### config.mk
export PLATFORM = sky130hd
export DESIGN_NAME = ebr_eeprom_front
export DESIGN_NICKNAME = d
export VERILOG_FILES = /design/src/shared/ebr_pkg.sv /design/src/shared/ebr_cond_if.sv /design/src/logic/ebr_eeprom_front.sv /design/src/logic/ebr_line_watch.sv
export VERILOG_INCLUDE_DIRS = /design/src /design/src/shared
export SDC_FILE = /design/constraint.sdc
export NUM_CORES = 1
export LEC_CHECK = 0
export BUFFER_PORTS_ARGS = -buffer_cell sky130_fd_sc_hd__buf_2
export CAP_MARGIN = 20
export CORE_UTILIZATION = 40
export CTS_CLUSTER_DIAMETER = 30
export DETAILED_ROUTE_END_ITERATION = 7
export PLACE_DENSITY_LB_ADDON = 0.08
export SYNTH_ARGS = -nofsm -noshare
export SYNTH_HDL_FRONTEND = slang
export SYNTH_HIERARCHICAL = 1
export SYNTH_SLANG_ARGS = --single-unit
### constraint.sdc
create_clock -name core_clk -period 2.6 [get_ports core_clk]
set_input_delay 0.52 -clock core_clk [delete_from_list [all_inputs] [get_ports core_clk]]
set_output_delay 0.52 -clock core_clk [all_outputs]
set_load 0.01 [all_outputs]
### src/shared/ebr_map.svh
`ifndef EBR_MAP_SVH
`define EBR_MAP_SVH

// core clock period in picoseconds (200 MHz)
`define EBR_CLK_PERIOD_PS      5000
// power-on initialisation interval, nanoseconds
`define EBR_INIT_WAIT_NS       1000
// internal nonvolatile write cycle, nanoseconds
`define EBR_WRITE_TIME_NS      1000
// least times round up to whole cycles
`define EBR_NS_TO_CYC(ns) \
	(((ns) * 1000 + `EBR_CLK_PERIOD_PS - 1) / `EBR_CLK_PERIOD_PS)
// bit positions inside a byte slot
`define EBR_ACK_SLOT           4'h8
`define EBR_BYTE_END           4'h9
// 7-bit slave address, arbitrary default
`define EBR_DEV_ADDR           7'h50
// filtered line levels after reset: scl, sda high, low supply off
`define EBR_LINE_IDLE          3'h3

`endif

### src/shared/ebr_pkg.sv
package ebr_pkg;

	typedef enum logic [2:0] {
		EBR_S_INIT = 3'b000,
		EBR_S_IDLE = 3'b001,
		EBR_S_ADDR = 3'b010,
		EBR_S_WR   = 3'b011,
		EBR_S_RD   = 3'b100,
		EBR_S_WAIT = 3'b101,
		EBR_S_BUSY = 3'b110
	} ebr_state_t;

endpackage

### src/shared/ebr_cond_if.sv
`timescale 1ns/1ps

interface ebr_cond_if;
	logic scl;
	logic sda;
	logic low_supply;
	logic scl_rise;
	logic scl_fall;
	logic start;
	logic stop;

	modport watch (output scl, sda, low_supply, scl_rise, scl_fall,
		start, stop);
	modport engine (input scl, sda, low_supply, scl_rise, scl_fall,
		start, stop);
endinterface // ebr_cond_if

### src/logic/ebr_eeprom_front.sv
`timescale 1ns/1ps
`include "ebr_map.svh"

// Contract
// a stop ending a write while supply is low cancels the write.
// there is no reset pin; only start then stop brings the engine idle. The engine also idles on a stop alone.
// a master reset alone leaves the engine state untouched.
// the master waits while the device holds data low.
// the master resyncs with start, nine clocks data high, start, stop.
// dummy clocks with data high end any output; a start resets state.
// after the dummy clocks the master must send a start at once.
// the master should resync once at system start.
// the master should check every acknowledge.
// power-on clear initialises the engine, which then enters standby.
// instructions are ignored during the initialisation interval.
// after a bad supply ramp the master resyncs before use.
// data is only pulled low or released, never driven high.
// during a write cycle all bus traffic is ignored and never acked.
// a stop after write data bytes starts the write cycle.
// start is data falling with clock high; stop is data rising.
module ebr_eeprom_front #(
	parameter int INIT_WAIT_NS  = `EBR_INIT_WAIT_NS,
	parameter int WRITE_TIME_NS = `EBR_WRITE_TIME_NS
) (
	input  wire logic       core_clk,
	input  wire logic       rst_b,
	input  wire logic       scl_in,
	input  wire logic       sda_in,
	output logic            sda_out,
	output logic            sda_oe,
	input  wire logic       low_supply,
	input  wire logic [7:0] rd_byte,
	output logic            rd_next,
	output logic [7:0]      wr_byte,
	output logic            wr_byte_vld,
	output logic            wr_commit,
	output logic            wr_cancel,
	output logic            standby,
	output logic            busy
);

	localparam int INIT_CYC  = `EBR_NS_TO_CYC(INIT_WAIT_NS);
	localparam int WRITE_CYC = `EBR_NS_TO_CYC(WRITE_TIME_NS);

	ebr_cond_if cond ();

	ebr_pkg::ebr_state_t state_r;
	logic [23:0]         timer_r;
	logic [3:0]          bit_cnt_r;
	logic [7:0]          rx_r;
	logic [7:0]          tx_r;
	logic                addr_hit_r;
	logic                rw_r;
	logic                mack_r;
	logic                sda_low_r;
	logic [7:0]          wr_cnt_r;
	logic                listen;
	logic                ev_start;
	logic                ev_stop;
	logic                in_byte;
	logic                fall8;
	logic                fall9;
	logic                hit_now;
	logic                commit_ok;
	logic                go_rd;
	logic                rd_more;

	ebr_line_watch u_watch (
		.core_clk       (core_clk),
		.rst_b          (rst_b),
		.scl_pin        (scl_in),
		.sda_pin        (sda_in),
		.low_supply_pin (low_supply),
		.cond           (cond)
	);

	////////////////////////////////////////////////////////////////////////
	// deaf while initialising
	// deaf while writing
	assign listen   = (state_r != ebr_pkg::EBR_S_INIT) &&
		(state_r != ebr_pkg::EBR_S_BUSY);
	assign ev_start = cond.start & listen;
	assign ev_stop  = cond.stop & listen;
	assign in_byte  = (state_r == ebr_pkg::EBR_S_ADDR) ||
		(state_r == ebr_pkg::EBR_S_WR) || (state_r == ebr_pkg::EBR_S_RD);
	assign fall8    = cond.scl_fall && (bit_cnt_r == `EBR_ACK_SLOT);
	assign fall9    = cond.scl_fall && (bit_cnt_r == `EBR_BYTE_END);
	assign hit_now  = (rx_r[7:1] == `EBR_DEV_ADDR);
	assign go_rd    = (state_r == ebr_pkg::EBR_S_ADDR) && addr_hit_r && rw_r;
	assign rd_more  = (state_r == ebr_pkg::EBR_S_RD) && mack_r;
	// a stop after a whole byte has seen exactly the one clock rise that
	// carries it; a stop mid-byte just ends the transfer
	assign commit_ok = (state_r == ebr_pkg::EBR_S_WR) &&
		(wr_cnt_r != 8'h00) && (bit_cnt_r == 4'h1);

	////////////////////////////////////////////////////////////////////////
	// no reset pin: rst_b is power-on clear only
	// master reset alone changes nothing
	always_ff @(posedge core_clk or negedge rst_b) begin
		if (!rst_b) begin
			// power-on clear
			state_r <= ebr_pkg::EBR_S_INIT;
		end else if (!listen) begin
			// standby after init
			if (timer_r == 24'h000000)
				state_r <= ebr_pkg::EBR_S_IDLE;
		end else if (ev_start) begin
			// start resets protocol
			state_r <= ebr_pkg::EBR_S_ADDR;
		end else if (ev_stop) begin
			// stop commits write
			if (commit_ok && !cond.low_supply)
				state_r <= ebr_pkg::EBR_S_BUSY;
			else
				state_r <= ebr_pkg::EBR_S_IDLE;
		end else if (fall9) begin
			case (state_r)
			ebr_pkg::EBR_S_ADDR: begin
				if (!addr_hit_r)
					state_r <= ebr_pkg::EBR_S_WAIT;
				else if (rw_r)
					state_r <= ebr_pkg::EBR_S_RD;
				else
					state_r <= ebr_pkg::EBR_S_WR;
			end
			// no master ack ends output
			ebr_pkg::EBR_S_RD: begin
				if (!mack_r)
					state_r <= ebr_pkg::EBR_S_WAIT;
			end
			default: state_r <= state_r;
			endcase
		end
	end

	// init and write-cycle timer
	always_ff @(posedge core_clk or negedge rst_b) begin
		if (!rst_b)
			timer_r <= 24'(INIT_CYC);
		else if (ev_stop && commit_ok && !cond.low_supply)
			timer_r <= 24'(WRITE_CYC);
		else if (timer_r != 24'h000000)
			timer_r <= timer_r - 24'h000001;
	end

	////////////////////////////////////////////////////////////////////////
	// bit slot counter and receive shifter
	always_ff @(posedge core_clk or negedge rst_b) begin
		if (!rst_b) begin
			bit_cnt_r <= 4'h0;
			rx_r      <= 8'h00;
		end else if (ev_start || ev_stop || !in_byte || fall9) begin
			bit_cnt_r <= 4'h0;
		end else if (cond.scl_rise) begin
			bit_cnt_r <= bit_cnt_r + 4'h1;
			if (bit_cnt_r < `EBR_ACK_SLOT)
				rx_r <= {rx_r[6:0], cond.sda};
		end
	end

	// address decode and master acknowledge capture
	always_ff @(posedge core_clk or negedge rst_b) begin
		if (!rst_b) begin
			addr_hit_r <= 1'b0;
			rw_r       <= 1'b0;
			mack_r     <= 1'b0;
		end else begin
			if (fall8 && state_r == ebr_pkg::EBR_S_ADDR) begin
				addr_hit_r <= hit_now;
				rw_r       <= rx_r[0];
			end
			// ack low means send more
			if (cond.scl_rise && bit_cnt_r == `EBR_ACK_SLOT &&
				state_r == ebr_pkg::EBR_S_RD)
				mack_r <= ~cond.sda;
		end
	end

	// transmit shifter; rd_byte must be stable at the load edge
	always_ff @(posedge core_clk or negedge rst_b) begin
		if (!rst_b)
			tx_r <= 8'h00;
		else if (fall9 && (go_rd || rd_more))
			tx_r <= rd_byte;
		else if (cond.scl_fall && state_r == ebr_pkg::EBR_S_RD &&
			bit_cnt_r != 4'h0 && bit_cnt_r < `EBR_ACK_SLOT)
			tx_r <= {tx_r[6:0], 1'b1};
	end

	////////////////////////////////////////////////////////////////////////
	// sda pull-down; pulled low only on scl fall so start/stop stay clean
	always_ff @(posedge core_clk or negedge rst_b) begin
		if (!rst_b) begin
			sda_low_r <= 1'b0;
		// start or stop drops output
		end else if (ev_start || ev_stop || !in_byte) begin
			sda_low_r <= 1'b0;
		end else if (fall9) begin
			// ack released after ninth clock
			sda_low_r <= (go_rd || rd_more) ? ~rd_byte[7] : 1'b0;
		end else if (fall8) begin
			// ack only when listening
			if (state_r == ebr_pkg::EBR_S_ADDR)
				sda_low_r <= hit_now;
			else
				sda_low_r <= (state_r == ebr_pkg::EBR_S_WR);
		end else if (cond.scl_fall && state_r == ebr_pkg::EBR_S_RD &&
			bit_cnt_r != 4'h0) begin
			sda_low_r <= ~tx_r[6];
		end
	end

	// open drain: drive low or release
	assign sda_out = 1'b0;
	assign sda_oe  = sda_low_r;

	////////////////////////////////////////////////////////////////////////
	// user-side write stream and cycle control
	always_ff @(posedge core_clk or negedge rst_b) begin
		if (!rst_b) begin
			wr_byte     <= 8'h00;
			wr_byte_vld <= 1'b0;
			wr_commit   <= 1'b0;
			wr_cancel   <= 1'b0;
			rd_next     <= 1'b0;
			wr_cnt_r    <= 8'h00;
		end else begin
			wr_byte_vld <= 1'b0;
			// start write cycle
			wr_commit   <= ev_stop && commit_ok && !cond.low_supply;
			// low supply cancels
			wr_cancel   <= ev_stop && commit_ok && cond.low_supply;
			rd_next     <= fall9 && (go_rd || rd_more);
			if (ev_start || ev_stop) begin
				wr_cnt_r <= 8'h00;
			end else if (fall8 && state_r == ebr_pkg::EBR_S_WR) begin
				wr_byte     <= rx_r;
				wr_byte_vld <= 1'b1;
				if (wr_cnt_r != 8'hFF)
					wr_cnt_r <= wr_cnt_r + 8'h01;
			end
		end
	end

	assign standby = (state_r == ebr_pkg::EBR_S_IDLE);
	assign busy    = (state_r == ebr_pkg::EBR_S_BUSY);

endmodule // ebr_eeprom_front

### src/logic/ebr_line_watch.sv
`timescale 1ns/1ps
`include "ebr_map.svh"

module ebr_line_watch (
	input  wire logic   core_clk,
	input  wire logic   rst_b,
	input  wire logic   scl_pin,
	input  wire logic   sda_pin,
	input  wire logic   low_supply_pin,
	ebr_cond_if.watch   cond
);

	logic [2:0] raw;
	logic [2:0] ff1_r;
	logic [2:0] ff2_r;
	logic [2:0] ff3_r;
	logic [2:0] agree;
	logic [2:0] lvl_r;
	logic [2:0] lvl_d_r;

	assign raw   = {low_supply_pin, sda_pin, scl_pin};
	assign agree = ~(ff2_r ^ ff3_r);

	////////////////////////////////////////////////////////////////////////
	// three-stage sync; ff1 feeds only ff2
	always_ff @(posedge core_clk or negedge rst_b) begin
		if (!rst_b) begin
			ff1_r <= `EBR_LINE_IDLE;
			ff2_r <= `EBR_LINE_IDLE;
			ff3_r <= `EBR_LINE_IDLE;
		end else begin
			ff1_r <= raw;
			ff2_r <= ff1_r;
			ff3_r <= ff2_r;
		end
	end

	// level moves only when stages two and three agree (glitch filter)
	always_ff @(posedge core_clk or negedge rst_b) begin
		if (!rst_b) begin
			lvl_r   <= `EBR_LINE_IDLE;
			lvl_d_r <= `EBR_LINE_IDLE;
		end else begin
			lvl_r   <= (ff3_r & agree) | (lvl_r & ~agree);
			lvl_d_r <= lvl_r;
		end
	end

	////////////////////////////////////////////////////////////////////////
	assign cond.scl        = lvl_r[0];
	assign cond.sda        = lvl_r[1];
	assign cond.low_supply = lvl_r[2];
	assign cond.scl_rise   = lvl_r[0] & ~lvl_d_r[0];
	assign cond.scl_fall   = ~lvl_r[0] & lvl_d_r[0];
	// start and stop
	assign cond.start = lvl_r[0] & lvl_d_r[0] & lvl_d_r[1] & ~lvl_r[1];
	assign cond.stop  = lvl_r[0] & lvl_d_r[0] & ~lvl_d_r[1] & lvl_r[1];

endmodule // ebr_line_watch

# Word level (Yosys, flattened, before mapping)

Index checks and enable logic that the tools add are counted.

Bits of input ports: 13
Register bits after elaboration: 84
Memory bits (read-only): 0
Latch bits: 0
Memories kept: 0
Memory bits (writable): 0
Output and inout bits: 16

Bitwise gates (word level): 23
Shifts and indexed selects: 0
Order comparisons: 1
Equality and inequality tests: 14
Div/mod/pow operators: 0
Reductions and logical operators: 44
Add/subtract/negate cells: 3
$mul: 0
Mux-type cells: 27

Operators by type and width:

| cell                  | number |
|---|---|
| $mux 24               | 2 |
| $mux 3                | 9 |
| $logic_not 24->1      | 1 |
| $mux 8                | 3 |
| $reduce_bool 24->1    | 1 |
| $sub 24x1->24 const B | 1 |
| $logic_and 1x1->1     | 20 |
| $mux 7                | 2 |
| $reduce_bool 2->1     | 6 |
| $and 1x1->1           | 9 |
| $add 8x1->8 const B   | 1 |
| $eq 4x4->1 const B    | 2 |
| $mux 1                | 8 |
| $mux 4                | 2 |
| $ne 8x8->1 const B    | 1 |
| $not 1->1             | 8 |
| $reduce_bool 4->1     | 2 |
| $reduce_bool 8->1     | 1 |
| $eq 7x7->1 const B    | 1 |
| $and 3x3->3           | 2 |
| $eq 3x2->1 const B    | 2 |
| $eq 3x3->1 const B    | 2 |
| $logic_or 1x1->1      | 6 |
| $not 3->3             | 2 |
| 16 further kinds      | 18 |

# Depth between registers and ports, before layout

Depth in word-level cells: 9
Mapped depth: 7

# By module

Netlist, hierarchy kept.

By module, submodules not included:

| module           | area an instance (um^2) | times used | cells an instance | seq. area each (um^2) |
|---|---|---|---|---|
| ebr_eeprom_front | 3696.0                  | 1          | 378               | 1755.4 |
| ebr_line_watch   | 430.4                   | 1          | 21                | 362.8 |

# Worst setup path before layout

No wires, ideal clock.

Path type: register to register
From: register with a tool-made name
To: register state_r[1]
Arrival time: 1933 ps
Stages on the path, launching flop included: 7
Required time: 2474 ps
Path slack: 541 ps
Buffers on the path: 0
Path through: dfstp_2 -> and2b_1 -> nand4b_1 -> o21ai_0 -> a311oi_1 -> o21ai_0 -> a221o_1

RTL lines:

| item                 | line                    | text |
|---|---|---|
| end signal, assigned | ebr_eeprom_front.sv:102 | `state_r <= ebr_pkg::EBR_S_INIT;` |
| end signal, assigned | ebr_eeprom_front.sv:106 | `state_r <= ebr_pkg::EBR_S_IDLE;` |
| end signal, assigned | ebr_eeprom_front.sv:109 | `state_r <= ebr_pkg::EBR_S_ADDR;` |
| end, declared        | ebr_eeprom_front.sv:47  | `ebr_pkg::ebr_state_t state_r;` |

# Worst setup path after layout

From: register u_watch.lvl_d_r[0]
To: register wr_cnt_r[6]

Elaborated cells on any way between the ends: 15
Those cells by class: 1 x mux; 8 x bitwise; 6 x reduce/logical

RTL lines:

| item                               | line                    | text |
|---|---|---|
| start, declared                    | ebr_line_watch.sv:19    | `logic [2:0] lvl_d_r;` |
| start signal, assigned             | ebr_line_watch.sv:42    | `` lvl_d_r <= `EBR_LINE_IDLE; `` |
| start signal, assigned             | ebr_line_watch.sv:45    | `lvl_d_r <= lvl_r;` |
| $and 1x1->1                        | ebr_line_watch.sv:54    | `assign cond.scl_fall = ~lvl_r[0] & lvl_d_r[0];` |
| net cond.scl_fall                  | ebr_cond_if.sv:8        | `logic scl_fall;` |
| $logic_and 1x1->1                  | ebr_eeprom_front.sv:86  | `` assign fall8 = cond.scl_fall && (bit_cnt_r == `EBR_ACK_SLOT); `` |
| $logic_and 1x1->1                  | ebr_eeprom_front.sv:236 | `end else if (fall8 && state_r == ebr_pkg::EBR_S_WR) begin` |
| $reduce_bool 2->1 (no source line) | n/a                     |  |
| $reduce_and 2->1 (no source line)  | n/a                     |  |
| end signal, assigned               | ebr_eeprom_front.sv:240 | `wr_cnt_r <= wr_cnt_r + 8'h01;` |
| end, declared                      | ebr_eeprom_front.sv:56  | `logic [7:0] wr_cnt_r;` |

The timed path passes the listed nets, and every way through them passes these cells.
A chain may end at the register's enable or synchronous reset.

==> results.md <==
- Die W: 104 um
- origin of the critical flop-to-flop path: u_watch/lvl_d_r[0]
- critical path capture point type: flip-flop
- highest-count cells in the layout ignoring fill and taps: dfrtp_1, nand2_1, nor2_1, buf_2, o21ai_0
- Avg Cell Area, Syn: 10.3 um2
- count of warnings emitted by yosys: 6
- total core area: 9860 um2
- CP Data Arrival Time: 2.41 ns
- hold violation total from the final report: 0
- DRC marker count from the first detailed-route iteration: 132
- outcome: finished clean
- PwrDens: 591 nW/um2
- area occupied by multi-input gates: 1910 um2
- Max Fclk: 458 MHz
- Sum Neg Setup Slack: 0 ns
- setup slack on the worst flop-to-flop path: 0.42 ns
- worst hold path class: in -> async
- final critical-path setup slack: 0.419 ns
- number of antenna cells inserted: 0
- H-Tree Depth: 3
- die area: 10700 um2
- quantity of hold-fixing buffers added after cts: 0
- critical path's largest stage delay: 0.57 ns
- Max rail drop VDD: 0.445 mV
- post-CTS setup buffers: 0
- global-route congestion overflow total: 0
- IO Pins: 29
- clock tree from TritonCTS: yes
- dominant delay contributor by cell family on the critical path: simple AND/OR/NAND/NOR gates
- antenna viol nets, final: 0
- most common cell after layout, fill and taps aside: dfrtp_1
- sequential share of the synthesized area: 51.3%
- number of enable-type register cells in the synthesized netlist: 0
- type of the worst setup path: reg -> reg
- post-cts sizing count: 0
- most instantiated flip-flop cell in the synthesis netlist: dfrtp_1
- fraction of final layout cells with drive strength greater than 1: 20.2%
- area occupied by registers: 2120 um2
- global-route usage over all layers: 16.9%
- Die Height: 104 um
- HPWL Detailed: 5660 um
- Net Count, Synth: 419
- Final Hold Slack: 0.115 ns
- wire length of the first global-routing pass: 14500 um
- antenna violations before repair: 0
- Final Instance Area: 4690 um2
- Synth Instances: 399
- DP Area: 4460 um2
- Final Slew Violations: 0
- number of different library cells in the post-synthesis netlist: 65
- destination of the worst register-to-register timing path: wr_cnt_r[6]
- register bit total from synthesis: 84
- DRC viols: 0
- port buffer count: 27
- Clock Tree Buf Depth: 2
- worst setup slack after placement: 0.419 ns
- number of rows in the core area: 36
- placer congestion estimate: 0.841
- post-CTS clock slew at the launch and capture registers of the worst setup and hold paths: 0.08 ns
- Post-Route Skew: 0.00602 ns
- Routed Wire Length: 8150 um
- critical path peak fanout: 9
- met1 capacity usage during global routing: 24.2%
- worst endpoint required time: 2.83 ns
- share of async-settable or async-resettable flops after synthesis: 100%
- clock tree root buffer cell: clkbuf_8
- post-synthesis instance area: 4130 um2
- met3 usage: 5.60%
- fill cell count: 938
- via-per-instance ratio: 5.28
- most used routing layer in global routing: met2
- maximum number of pins on one net before global-route repair: 49
- effective utilization at floorplan: 41.8%
- Final Setup Violations: 0
- # nets final: 451
- clock buffers created by TritonCTS: 9
- first-pass detailed-route iteration total: 4
- met2 Use GR: 24.3%
- number of buffer and inverter stages on the critical path: 0
- unrepaired setup endpoints after global routing: false
- sink count of the clock tree: 84
- Worst Reg2Reg Path Length in Cells: 6
- transition time at the pin with the least slew margin: 0.667 ns
- Area Overhead vs Synth: 13.7%
- detailed-route via count: 3007
- number of max-cap violations: 0
- post-layout min period: 2.18 ns
- leakage component of the power: 2.21 nW
- Rel. slew slack: 55.4%
- Power, Total: 2.77 mW
- startpoint kind of the worst setup timing path: flip-flop
- Critical Path Slowest Stage Cell: or4b_1
- period utilisation layout: 83.9%
- Cell Chain, Critical Path: and2b_1, and3b_1, nand3_1, or4b_1, o21ai_0, nor2_1
- post-detailed-route wirelength per cell: 14.3 um
- clock latency at the later pin of the worst-skew pair: 0.36 ns
- via count of the first global-routing pass: 2911
per-layer routing:
metal  wire length (um)  share of wire [%]  up-vias
met3                274                3.4        8
met1               4250                 52     1479
met5                  0                  0        -
li1                   -                  -     1486
met4                 87                1.1        0
met2               3540                 43       34
report_power, final:
part	total (mW)	internal, mW	switching (mW)
Sequential	1.44	1.36	0.0784
Combinational	0.268	0.117	0.151
Clock	1.07	0.594	0.474
Total	2.77	2.07	0.703
worst max-delay path by stage:
stage                       start     endpoint  depth (start not counted)
6_report       u_watch/lvl_d_r[0]  wr_cnt_r[6]                          6
5_1_grt        u_watch/lvl_d_r[0]  wr_cnt_r[6]                          6
2_1_floorplan           flip-flop   state_r[1]                          6
3_3_place_gp           state_r[1]      rx_r[0]                          4
3_5_place_dp   u_watch/lvl_d_r[0]  wr_cnt_r[6]                          6
4_1_cts        u_watch/lvl_d_r[0]  wr_cnt_r[6]                          6
layout make-up:
class / instances / share of cell area [%]
Inverter: 11 / 0.880
Tap cell: 133 / 3.55
Sequential cell: 84 / 45.2
Multi-Input combinational cell: 290 / 40.7
Clock buffer: 11 / 3.23
Clock inverter: 5 / 1.79
Timing Repair Buffer: 35 / 4.75
worst register-to-register path, delay by kind of cell, from the launching register on:
kind / cells / cell delay (ns)
simple gates: 5 / 1.41
compound gates: 1 / 0.08
flops: 1 / 0.55
kinds of logic (layout without fill, tap and decap cells):
family / count (synthesis) / in the layout / share of synthesized area [%]
and+or+nand+nor: 183 / 183 / 24.5
DFF: 84 / 84 / 51.3
AOI/OAI and AO/OA: 51 / 51 / 8.34
xor gates and xnor gates: 28 / 28 / 5.94
buffers and inverters: 25 / 62 / 2.46
muxes: 17 / 17 / 4.43
adders and majority gates: 10 / 10 / 2.94
other: 1 / 1 / 0.0909
stage by stage:
stage | util (%) | cells
6_report | 47.6 | 569
5_1_grt | 47.6 | 569
4_1_cts | 47.6 | 569
3_5_place_dp | 45.2 | 553
3_3_place_gp | 45.2 | 553
2_1_floorplan | - | 399
flip-flops by register name, summed over array words and instances, names as in the netlist, 2 cells and up, named ones only:
| register | count |
|---|---|
| timer_r | 24 |
| rx_r | 8 |
| bit_cnt_r | 4 |
| tx_r | 7 |
| u_watch/ff3_r | 3 |
| u_watch/ff1_r | 3 |
| state_r | 3 |
| wr_byte | 8 |
| u_watch/ff2_r | 3 |
| wr_cnt_r | 8 |
| u_watch/lvl_d_r | 2 |
Yosys cell counts (all sizes together) (2+ instances only):
library cell,instances,area (um2)
or2,2,12.5
a211o,2,17.5
dfstp,13,342
mux2,10,113
or4,7,57.6
maj3,3,33.8
buf,4,22.5
o21ai,20,100
a22o,2,17.5
nor2b,4,25.0
xnor2,12,105
nor3b,3,22.5
inv,10,37.5
nand4b,3,26.3
and3b,2,17.5
mux2i,7,70.1
xor2,16,140
clkbuf,10,37.5
nand3b,4,37.5
o41ai,3,26.3
o211ai,3,22.5
and3,5,31.3
a211oi,4,35.0
nor4b,2,17.5
nand3,8,45.0
a21oi,6,30.0
nand4bb,3,33.8
o2111ai,2,17.5
nor3,12,71.3
dfrtp,71,1780
and2b,3,22.5
ha,7,87.6
and4,3,26.3
nand2b,7,43.8
nand2,46,173
nand4,9,56.3
and4b,2,20.0
nor4,11,75.1
nor2,43,164
(Power assumes the default switching activity.)
